`src/pmoc_pkg.sv`:
```
// Package for the second option control register of the PHY.
// Assumes a 16-bit management register port with 5-bit register addresses.
package pmoc_pkg;

	localparam logic [4:0]  PMOC_ADDR_CTRL_TWO = 5'h0A;
	localparam logic [15:0] PMOC_RESET_VALUE   = 16'h0004;
	localparam logic [15:0] PMOC_WRITE_MASK    = 16'h007F;

	localparam int PMOC_BIT_FAST_PD   = 6;
	localparam int PMOC_BIT_EXT_FD    = 5;
	localparam int PMOC_BIT_LED_QUAL  = 4;
	localparam int PMOC_BIT_ISO_HD    = 3;
	localparam int PMOC_BIT_IDLE_ERR  = 2;
	localparam int PMOC_BIT_ODD_DIS   = 1;
	localparam int PMOC_BIT_RMII_RXCK = 0;

	localparam int PMOC_PD_NORMAL_CYCLES = 16;
	localparam int PMOC_PD_FAST_CYCLES   = 4;

	typedef enum logic [1:0] {PMOC_TX_IDLE, PMOC_TX_RUN, PMOC_TX_EXT} pmoc_tx_t;

endpackage
```
`src/pmoc_option_ctrl.sv`:
```
// Second option control register and the datapath options it steers.
// Assumes all inputs, including the transmit nibble stream, share clk.
//
// Operation
// - Fast bit shortens parallel detect link time
// - Either crossover mode forces fast bit set
// - Extended bit: forced-100 partner yields full duplex when AN enabled or forced 100
// - Extended bit clear: standard duplex decision used
// - LED qualify: link LED only on 100 full
// - Isolate MAC outputs on 100 half link
// - Idle symbol errors reported only when enabled
// - Odd-nibble end extends TX_EN, flags TX_ER
// - Odd-nibble disable suppresses that extension
// - Receive data reference: RX_CLK or crystal clock
`timescale 1ns/1ps

module pmoc_option_ctrl
	import pmoc_pkg::*;
#(
	parameter int PD_NORMAL_CYCLES = PMOC_PD_NORMAL_CYCLES,
	parameter int PD_FAST_CYCLES   = PMOC_PD_FAST_CYCLES
)
(
	input  wire logic        clk,
	input  wire logic        rst_n,
	input  wire logic [4:0]  reg_addr,
	input  wire logic        reg_wr,
	input  wire logic        reg_rd,
	input  wire logic [15:0] reg_wdata,
	output logic      [15:0] reg_rdata,
	input  wire logic        xover_fast_en,
	input  wire logic        xover_robust_en,
	input  wire logic        pd_start,
	output logic             pd_busy,
	output logic             pd_done,
	input  wire logic        an_enabled,
	input  wire logic        forced_100,
	input  wire logic        partner_forced_100,
	input  wire logic        ieee_full_duplex,
	input  wire logic        link_up,
	input  wire logic        link_100,
	output logic             link_full_duplex,
	output logic             led_link,
	output logic             mac_port_isolate,
	input  wire logic        rx_idle,
	input  wire logic        rx_symbol_err,
	output logic             rx_er_idle,
	input  wire logic        tx_en,
	input  wire logic        tx_er,
	output logic             tx_en_int,
	output logic             tx_er_int,
	output logic             rmii_rx_ref_rx_clk
);

	////////////////////////////////////////////////////////////////////////
	// Register
	logic [6:0]  phy_option_control_two;
	logic [6:0]  next_ctrl;
	logic [15:0] next_rdata;

	function automatic logic hit(input logic [4:0] a);
		return a == PMOC_ADDR_CTRL_TWO;
	endfunction

	always_comb
	begin
		next_ctrl = phy_option_control_two;
		if (reg_wr && hit(reg_addr))
			next_ctrl = reg_wdata[6:0];
		if (xover_fast_en || xover_robust_en)
			next_ctrl[PMOC_BIT_FAST_PD] = 1'b1;
		next_rdata = reg_rdata;
		if (reg_rd)
		begin
			if (hit(reg_addr))
				next_rdata = {9'h000, phy_option_control_two};
			else
				next_rdata = 16'h0000;
		end
	end

	always_ff @(posedge clk)
	begin
		if (!rst_n)
		begin
			phy_option_control_two <= PMOC_RESET_VALUE[6:0];
			reg_rdata              <= 16'h0000;
		end
		else
		begin
			phy_option_control_two <= next_ctrl;
			reg_rdata              <= next_rdata;
		end
	end

	wire fast_pd  = phy_option_control_two[PMOC_BIT_FAST_PD];
	wire ext_fd   = phy_option_control_two[PMOC_BIT_EXT_FD];
	wire led_qual = phy_option_control_two[PMOC_BIT_LED_QUAL];
	wire iso_hd   = phy_option_control_two[PMOC_BIT_ISO_HD];
	wire idle_err = phy_option_control_two[PMOC_BIT_IDLE_ERR];
	wire odd_dis  = phy_option_control_two[PMOC_BIT_ODD_DIS];

	////////////////////////////////////////////////////////////////////////
	// Parallel detect link timer
	logic [15:0] pd_cnt;
	logic [15:0] next_pd_cnt;
	logic        next_pd_busy;
	logic        next_pd_done;

	always_comb
	begin
		next_pd_cnt  = pd_cnt;
		next_pd_busy = pd_busy;
		next_pd_done = 1'b0;
		if (pd_busy)
		begin
			if (pd_cnt == 16'h0001)
			begin
				next_pd_busy = 1'b0;
				next_pd_done = 1'b1;
			end
			next_pd_cnt = pd_cnt - 16'h0001;
		end
		else if (pd_start)
		begin
			next_pd_busy = 1'b1;
			next_pd_cnt  = fast_pd ? 16'(PD_FAST_CYCLES)
				: 16'(PD_NORMAL_CYCLES);
		end
	end

	always_ff @(posedge clk)
	begin
		if (!rst_n)
		begin
			pd_cnt  <= 16'h0000;
			pd_busy <= 1'b0;
			pd_done <= 1'b0;
		end
		else
		begin
			pd_cnt  <= next_pd_cnt;
			pd_busy <= next_pd_busy;
			pd_done <= next_pd_done;
		end
	end

	////////////////////////////////////////////////////////////////////////
	// Duplex, LED, isolation, idle errors, receive reference
	logic next_fd;
	logic next_led;
	logic next_iso;
	logic next_rx_er;

	always_comb
	begin
		if (ext_fd && (an_enabled || forced_100) && partner_forced_100)
			next_fd = 1'b1;
		else
			next_fd = ieee_full_duplex;
		next_led   = link_up && (!led_qual || (link_100 && next_fd));
		next_iso   = iso_hd && link_up && link_100 && !next_fd;
		next_rx_er = idle_err && rx_idle && rx_symbol_err;
	end

	always_ff @(posedge clk)
	begin
		if (!rst_n)
		begin
			link_full_duplex   <= 1'b0;
			led_link           <= 1'b0;
			mac_port_isolate   <= 1'b0;
			rx_er_idle         <= 1'b0;
			rmii_rx_ref_rx_clk <= 1'b0;
		end
		else
		begin
			link_full_duplex   <= next_fd;
			led_link           <= next_led;
			mac_port_isolate   <= next_iso;
			rx_er_idle         <= next_rx_er;
			rmii_rx_ref_rx_clk <= phy_option_control_two[PMOC_BIT_RMII_RXCK];
		end
	end

	////////////////////////////////////////////////////////////////////////
	// Transmit enable odd-nibble handling
	pmoc_tx_t tx_state;
	pmoc_tx_t next_tx_state;
	logic     odd;
	logic     next_odd;
	logic     next_tx_en_int;
	logic     next_tx_er_int;

	always_comb
	begin
		next_tx_state  = tx_state;
		next_odd       = odd;
		next_tx_en_int = tx_en;
		next_tx_er_int = tx_er;
		case (tx_state)
			PMOC_TX_IDLE:
			begin
				next_odd = 1'b0;
				if (tx_en)
				begin
					next_tx_state = PMOC_TX_RUN;
					next_odd      = 1'b1;
				end
			end
			PMOC_TX_RUN:
			begin
				next_odd = ~odd;
				if (!tx_en)
				begin
					if (odd && !odd_dis)
					begin
						next_tx_state  = PMOC_TX_EXT;
						next_tx_en_int = 1'b1;
						next_tx_er_int = 1'b1;
					end
					else
						next_tx_state = PMOC_TX_IDLE;
				end
			end
			default:
			begin
				next_tx_state = tx_en ? PMOC_TX_RUN : PMOC_TX_IDLE;
				next_odd      = tx_en;
			end
		endcase
	end

	always_ff @(posedge clk)
	begin
		if (!rst_n)
		begin
			tx_state  <= PMOC_TX_IDLE;
			odd       <= 1'b0;
			tx_en_int <= 1'b0;
			tx_er_int <= 1'b0;
		end
		else
		begin
			tx_state  <= next_tx_state;
			odd       <= next_odd;
			tx_en_int <= next_tx_en_int;
			tx_er_int <= next_tx_er_int;
		end
	end
endmodule

```
`config.mk`:
```
export PLATFORM = sky130hd
export DESIGN_NAME = pmoc_option_ctrl
export DESIGN_NICKNAME = d
export VERILOG_FILES = /design/src/pmoc_pkg.sv /design/src/pmoc_option_ctrl.sv
export SDC_FILE = /design/constraint.sdc
export NUM_CORES = 1
export LEC_CHECK = 0
export BUFFER_PORTS_ARGS = -buffer_cell sky130_fd_sc_hd__clkbuf_2
export CORE_ASPECT_RATIO = 1.25
export CORE_UTILIZATION = 31
export CTS_CLUSTER_DIAMETER = 30
export DETAILED_ROUTE_END_ITERATION = 8
export SYNTH_ARGS = -nofsm -noshare
export SYNTH_HDL_FRONTEND = slang
export SYNTH_SLANG_ARGS = --single-unit
```
`constraint.sdc`:
```
create_clock -name clk -period 1.74 [get_ports clk]
set_input_delay 0.174 -clock clk [delete_from_list [all_inputs] [get_ports clk]]
set_output_delay 0.174 -clock clk [all_outputs]
set_load 0.01 [all_outputs]
```
==> qor.yml, run 1 <==
outcome:
  status: "finished with violations"
  violations: "DRC"
setup_path:
  slowest_delay_ns: 0.39
  required_ns: 1.93
  r2r_cells: 6
  r2r-end: "pd_cnt[8]"
  critical-path-slowest-cell: "dfxtp_1"
  cp.depth: 6
  critPathKind: "reg -> reg"
  worstPathMaxFanout: 6
  cp-end-kind: "flip-flop"
  crit_family: "simple AND/OR/NAND/NOR gates"
  r2r_start: "pd_cnt[0]"
  path_buf_inv: 1
  crit_chain: "inv_1 -> ha_1 -> nor2b_1 -> nand4_1 -> and3_2 -> o21a_1"
  rrSetupSlack_ns: 0.21
  start_kind: "flip-flop"
  worst_ep_arrival_time_ns: 1.71
power_and_ir_drop:
  swShare_pct: 28.0
  internal_power_mw: 1.48
  combPwrFrac_pct: 16.3
  p_leak_nw: 0.969
  vdd_drop_max_mv: 0.340
  power_mw: 2.06
  power_frac_seq_pct: 51.9
  p_per_area_mw_per_mm2: 926
  power.share.clock_pct: 31.8
  p_sw_uw: 576
synthesis:
  synth_warnings: 0
  synth_flop_cell: "dfxtp_1"
  synth-edff-count: 0
  post_synth.cell_area_avg_um2: 8.90
  ys_seq_area_share_pct: 45.2
  syn_area_mm2: 0.00186
  synthCells: 209
  ys_seq_elements: 42
  ys_types: 40
  ys_async_sr_fraction_pct: 0
floorplanning:
  dieArea_mm2: 0.00632
  num_rows: 31
  start_util_pct: 32.2
  fp.dieW_um: 71.3
  die_y_um: 88.6
  coreArea_mm2: 0.00578
  io-pin-count: 63
sta:
  fin_crit_sh_pct: 87.7
  tightest_slew_ns: 0.632
  slew-limit-headroom_pct: 57.8
  period_needed_ns: 1.53
  fin_ws_ns: 0.214
  finalSetupViolations: 0
  fmax_mhz: 655
  rsz0062_at_grt: "no"
  finalSetupTns_ns: 0
  hold_viol: 0
  whs_ns: 0.0787
  drv_slew: 0
  final.setup_skew_ns: 0.0105
clocking:
  cts_resized: 0
  htreeDepth: 2
  ctsHoldBuffers: 0
  cts_buffer_depth: 2
  cts_setup_buffers: 0
  cts-buffers-inserted: 5
  cts_tree: "yes"
  clk_latency_ns: 0.29
  cts.sinks: 42
  clkTransAtPathRegs_ns: 0.08
  cts_root_buf: "clkbuf_8"
place:
  preCtsSetupSlack_ns: 0.219
  dp_hpwl_um: 2830
  port_buffers: 44
  gp_congestion: 0.753
  dpl-instance-area_mm2: 0.00213
flow_run:
  drv_cap: 0
global_route:
  antenna_found_initial: 0
  grt_pass1_vias: 1415
  grt_pass1_wl_um: 6380
  grt_max_degree: 25
  globalRoute.totalOverflow: 0
  grt_usage_pct: 13.0
detailed_routing:
  drc: 8
  dr.pass1.iters: 7
  vias: 1601
  wirelength_um: 3890
  wl_per_cell_um: 12.1
  first_iter_violations: 88
  ant_nets: 0
  via_per_inst: 4.97
min_path:
  whs_path_depth: 2
  hold_path_end: "tx_er_int"
  hold_path_class: "in -> reg"
  holdCritStartpoint: "tx_er"
final_layout:
  stdcell_area_mm2: 0.00222
  area_growth_pct: 19.4
  final_nets: 295
  antenna_cells: 0
  drive_gt1_share_pct: 25.4
[cell type report]
class / count / area, µm²
Fill cell: 612 / 3560
Multi-Input combinational cell: 150 / 915
Sequential cell: 42 / 841
Timing Repair Buffer: 50 / 265
Clock buffer: 6 / 82.6
Tap cell: 66 / 82.6
Inverter: 6 / 22.5
Clock inverter: 2 / 12.5
[flip-flops by register name (all words and copies together) (netlist names), 2 cells and up]
register / flops
reg_rdata: 7
pd_cnt: 16
tx_state: 2
phy_option_control_two: 7
[logic make-up after synthesis]
kind of cell	share of synthesized area, %
AND/OR/NAND/NOR	29.7
buffers and inverters	7.26
multiplexers	2.69
adder cells (fa/ha/maj)	1.34
flip-flops	45.2
AO/OA/AOI/OAI	13.6
other	0.202
[cells in the mapped netlist, drive strengths merged (5+ instances only)]
library cell | number | share of area (%)
dfxtp | 42 | 45
nand3 | 20 | 6.2
nor2 | 18 | 3.6
a21oi | 16 | 4.3
buf | 14 | 5.0
nand2 | 14 | 2.8
nand2b | 12 | 4.0
inv | 6 | 1.2
nor3 | 6 | 1.6
and3 | 5 | 1.7
clkbuf | 5 | 1.0
mux2i | 5 | 2.7
[metrics by stage]
step | instances | utilization [%]
after detailed placement | 314 | 36.8
after global placement | 314 | 36.8
after global routing | 322 | 38.4
after floorplan | 217 | -
after CTS | 322 | 38.4
final | 322 | 38.4
[power groups by stage]
stage	clock network (mW)	logic (mW)	registers (mW)
floorplan	0	0.252	1.08
global placement	0	0.328	1.09
detailed placement	0	0.336	1.09
CTS	0.679	0.339	1.07
global route	0.727	0.376	1.08
finish	0.655	0.335	1.07
[metal layers]
metal	share of wire (%)	vias up	track usage (%)
li1	-	809	-
met1	44	738	14.4
met2	48	48	23.6
met3	6.2	6	3.08
met4	1.7	0	6.00
met5	0	-	0
[worst max-delay path by stage]
stage | end | slack, ns | from
CTS | pd_cnt[8] | 0.20 | pd_cnt[0]
global placement | pd_cnt[7] | 0.24 | pd_busy
floorplan | pd_cnt[8] | 0.28 | pd_cnt[0]
finish | pd_cnt[8] | 0.21 | pd_cnt[0]
global route | pd_cnt[8] | 0.05 | pd_cnt[0]
detailed placement | pd_cnt[8] | 0.22 | pd_cnt[0]
[cells in the final DEF, fill, tap and decap left out, types with 9 or more instances in the layout]
master / n
clkbuf_2: 44
dfxtp_1: 42
nor2_1: 18
conb_1: 9
nand2_1: 14
nand3_1: 17
nand2b_1: 12
a21oi_1: 16
No activity file was read; power rests on OpenSTA's default activity.
==> run 2: changes to the inputs <==
--- a/config.mk
+++ b/config.mk
@@ -8,6 +8,7 @@
 export BUFFER_PORTS_ARGS = -buffer_cell sky130_fd_sc_hd__clkbuf_2
 export CORE_ASPECT_RATIO = 1.25
 export CORE_UTILIZATION = 31
+export CTS_BUF_LIST = sky130_fd_sc_hd__clkbuf_16
 export CTS_CLUSTER_DIAMETER = 30
 export DETAILED_ROUTE_END_ITERATION = 8
 export SYNTH_ARGS = -nofsm -noshare
==> qor.yml, run 2 (same netlist as run 1, synthesis figures left out) <==
detailed_routing:
  wl_per_cell_um: 12.1
  drc: 8
  wirelength_um: 3900
  first_iter_violations: 85
  dr.pass1.iters: 6
  ant_nets: 0
  vias: 1598
  via_per_inst: 4.96
global_route:
  antenna_found_initial: 0
  grt_pass1_wl_um: 6390
  grt_usage_pct: 13.0
  grt_max_degree: 25
  globalRoute.totalOverflow: 0
  grt_pass1_vias: 1422
power_and_ir_drop:
  p_leak_nw: 0.989
  p_per_area_mw_per_mm2: 1010
  vdd_drop_max_mv: 0.424
  power_mw: 2.29
clocking:
  htreeDepth: 2
  clkTransAtPathRegs_ns: 0.06
  cts_buffer_depth: 2
  clk_latency_ns: 0.28
  cts_root_buf: "clkbuf_16"
  cts_tree: "yes"
  cts_setup_buffers: 0
  cts_resized: 0
  cts.sinks: 42
  ctsHoldBuffers: 0
  cts-buffers-inserted: 5
setup_path:
  r2r_cells: 6
  worst_ep_arrival_time_ns: 1.70
  critPathKind: "reg -> reg"
  r2r_start: "pd_cnt[0]"
  cp-end-kind: "flip-flop"
  required_ns: 1.91
  start_kind: "flip-flop"
  worstPathMaxFanout: 6
  r2r-end: "pd_cnt[8]"
  rrSetupSlack_ns: 0.22
sta:
  period_needed_ns: 1.52
  finalSetupTns_ns: 0
  fmax_mhz: 656
  rsz0062_at_grt: "no"
  fin_crit_sh_pct: 87.6
  drv_slew: 0
  hold_viol: 0
  tightest_slew_ns: 0.633
  slew-limit-headroom_pct: 57.7
  final.setup_skew_ns: 0.00789
  fin_ws_ns: 0.216
  finalSetupViolations: 0
place:
  port_buffers: 44
  preCtsSetupSlack_ns: 0.219
  dp_hpwl_um: 2830
  gp_congestion: 0.753
final_layout:
  multi_input_area_um2: 915
  num-fill-cells: 606
  final_common_cell: "clkbuf_2"
  register_area_um2: 841
  largestRegisters: "pd_cnt: 16 flops, phy_option_control_two: 7 flops, reg_rdata: 7 flops"
  drive_gt1_share_pct: 25.0
  antenna_cells: 0
  largest_register_ffs: 16
  top_register: "pd_cnt"
  area_growth_pct: 21.9
  layout_common_cells: "clkbuf_2, dfxtp_1, nor2_1"
  final_nets: 295
min_path:
  hold_path_class: "in -> reg"
  hold_path_end: "tx_er_int"
  holdCritStartpoint: "tx_er"
  whs_path_depth: 2
floorplanning:
  dieArea_mm2: 0.00632
  die_y_um: 88.6
  fp.dieW_um: 71.3
  num_rows: 31
  start_util_pct: 32.2
  coreArea_mm2: 0.00578
  io-pin-count: 63
outcome:
  violations: "DRC"
  status: "finished with violations"
flow_run:
  drv_cap: 0
-- run 2: changes by cell type in the layout (fill, tap and decap cells not counted) --
cell	delta
clkbuf_16	+5
clkinv_1	+1
clkbuf_8	-6
-- run 2: cell type report --
cell class / instances / share of cell area (%)
Multi-Input combinational cell: 150 / 40.3
Sequential cell: 42 / 37.1
Clock inverter: 3 / 0.717
Tap cell: 66 / 3.64
Inverter: 6 / 0.993
Timing Repair Buffer: 50 / 11.7
Clock buffer: 5 / 5.52
-- run 2: critical path, cell delays in order (launching register included) --
cell	delay (ns)
dfxtp_1	0.38
inv_1	0.08
ha_1	0.15
nor2b_1	0.13
nand4_1	0.21
and3_2	0.29
o21a_1	0.17
-- run 2: where the power goes --
part | switching (mW) | leakage, nW | total [mW] | internal, mW
Clock | 0.364 | 0.0672 | 0.887 | 0.523
Sequential | 0.0558 | 0.343 | 1.07 | 1.01
Combinational | 0.183 | 0.579 | 0.333 | 0.150
Total | 0.603 | 0.989 | 2.29 | 1.69
-- run 2: how the worst max path moves through the flow --
stage	start	end	slack [ns]	depth (start not counted)
2_1_floorplan	pd_cnt[0]	pd_cnt[8]	0.28	6
3_3_place_gp	pd_busy	pd_cnt[7]	0.24	4
3_5_place_dp	pd_cnt[0]	pd_cnt[8]	0.22	6
4_1_cts	pd_cnt[0]	pd_cnt[8]	0.21	6
5_1_grt	pd_cnt[0]	pd_cnt[8]	0.06	6
6_report	pd_cnt[0]	pd_cnt[8]	0.22	6
-- run 2: per-stage QoR --
stage	area [µm²]	util (%)	cells	hold WS, ns
global placement	2130	36.8	314	0.375
floorplan	1890	-	217	0.263
global route	2270	39.2	322	0.105
detailed placement	2130	36.8	314	0.384
CTS	2270	39.2	322	0.0908
finish	2270	39.2	322	0.0934
-- run 2: routing by layer --
metal / GRT usage [%] / vias up / part of all wire [%]
met4: 5.45 / 0 / 1.7
met1: 14.5 / 738 / 44
li1: - / 809 / -
met5: 0 / - / 0
met2: 23.8 / 45 / 49
met3: 3.08 / 6 / 5.7
==> run 3: changes to the inputs <==
==> constraint.sdc (replaced) <==
create_clock -name clk -period 1.74 [get_ports clk]
set_input_delay 0.087 -clock clk [delete_from_list [all_inputs] [get_ports clk]]
set_output_delay 0.087 -clock clk [all_outputs]
set_load 0.01 [all_outputs]
==> qor.yml, run 3 (same netlist as run 1, synthesis figures left out) <==
clocking:
  clk_latency_ns: 0.28
  cts_resized: 0
  cts.sinks: 42
  ctsHoldBuffers: 0
  cts_tree: "yes"
  clkTransAtPathRegs_ns: 0.06
  cts_buffer_depth: 2
  cts_root_buf: "clkbuf_16"
  cts-buffers-inserted: 5
  htreeDepth: 2
  cts_setup_buffers: 0
setup_path:
  slowest_delay_ns: 0.38
  path_buf_inv: 1
  worstPathMaxFanout: 6
  required_ns: 1.91
  crit_family: "simple AND/OR/NAND/NOR gates"
  start_kind: "flip-flop"
  critPathKind: "reg -> reg"
  critical-path-slowest-cell: "dfxtp_1"
  crit_chain: "inv_1 -> ha_1 -> nor2b_1 -> nand4_1 -> and3_2 -> o21a_1"
  worst_ep_arrival_time_ns: 1.71
  cp-end-kind: "flip-flop"
global_route:
  antenna_found_initial: 0
  grtUsageMet2_pct: 24.6
  grt.busiest_layer: "met2"
  grt_pass1_wl_um: 6610
  grt_pass1_vias: 1510
  use_met3_pct: 3.30
  grt_max_degree: 25
  grt_use_met1_pct: 14.6
  globalRoute.totalOverflow: 0
  grt_usage_pct: 13.5
detailed_routing:
  wirelength_um: 3970
  vias: 1599
  first_iter_violations: 72
  via_per_inst: 4.95
  dr.pass1.iters: 8
  ant_nets: 0
  drc: 8
  wl_per_cell_um: 12.3
final_layout:
  final_core_util_pct: 39.4
  final_common_cell: "clkbuf_2"
  layout_common_cells: "clkbuf_2, dfxtp_1, nor2_1"
  stdcell_count: 323
  largestRegisters: "pd_cnt: 16 flops, phy_option_control_two: 7 flops, reg_rdata: 7 flops"
  area_growth_pct: 22.3
  top_register: "pd_cnt"
  stdcell_area_mm2: 0.00227
  drive_gt1_share_pct: 25.3
  antenna_cells: 0
  largest_register_ffs: 16
  final_nets: 296
place:
  place_inst: 315
  dpl-instance-area_mm2: 0.00213
  gp_congestion: 0.765
  port_buffers: 44
  dp_hpwl_um: 2850
sta:
  slew-limit-headroom_pct: 59.1
  fmax_mhz: 649
  drv_slew: 0
  rsz0062_at_grt: "no"
  finalSetupViolations: 0
  tightest_slew_ns: 0.613
  finalSetupTns_ns: 0
  final.setup_skew_ns: 0.00415
  whs_ns: 0.00355
  fin_crit_sh_pct: 88.5
  hold_viol: 0
  period_needed_ns: 1.54
min_path:
  hold_path_class: "in -> reg"
floorplanning:
  num_rows: 31
  start_util_pct: 32.2
  die_y_um: 88.6
  fp.dieW_um: 71.3
  coreArea_mm2: 0.00578
  dieArea_mm2: 0.00632
  io-pin-count: 63
power_and_ir_drop:
  p_per_area_mw_per_mm2: 1010
  vdd_drop_max_mv: 0.376
  p_leak_nw: 0.994
outcome:
  violations: "DRC"
  status: "finished with violations"
flow_run:
  drv_cap: 0
## run 3: cell types whose count changed in the layout (fill, tap and decap cells not counted), sizes merged
cell  change
buf       +1
## run 3: path summary, 6_finish.rpt
check / from / to / depth (start not counted) / slack, ns
max: pd_cnt[0] / pd_cnt[8] / 6 / 0.20
min reg2reg: phy_option_control_two[3] / mac_port_isolate / 2 / 0.46
max reg2reg: pd_cnt[0] / pd_cnt[8] / 6 / 0.20
min: tx_er / tx_er_int / 2 / 0.004
## run 3: cell type report
cell class	count	area (µm²)
inverter	6	22.5
clock buffer	5	125
sequential	42	841
fill	576	3500
timing repair buffer	51	273
multi-input combinational	150	915
tap	66	82.6
clock inverter	3	16.3
## run 3: worst reg2reg max path: stages (launching register included)
cell,delay [ns]
dfxtp_1,0.38
inv_1,0.09
ha_1,0.16
nor2b_1,0.13
nand4_1,0.21
and3_2,0.29
o21a_1,0.19
## run 3: metrics by stage
| step | worst slack, ns | total power [mW] |
|---|---|---|
| floorplan | 0.278 | 1.33 |
| global placement | 0.252 | 1.42 |
| detailed placement | 0.209 | 1.43 |
| CTS | 0.190 | 2.33 |
| global route | 0.0128 | 2.42 |
| finish | 0.200 | 2.30 |
## run 3: report_power, final
group / internal (mW) / total [mW] / leakage, nW / switching [mW]
combinational: 0.152 / 0.337 / 0.584 / 0.185
sequential: 1.01 / 1.07 / 0.343 / 0.0565
clock: 0.523 / 0.893 / 0.0672 / 0.369
## run 3: metal layers
| metal | vias to the layer above | wire, µm |
|---|---|---|
| li1 | 815 | - |
| met1 | 726 | 1730 |
| met2 | 54 | 1940 |
| met3 | 4 | 241 |
| met4 | 0 | 55 |
| met5 | - | 0 |
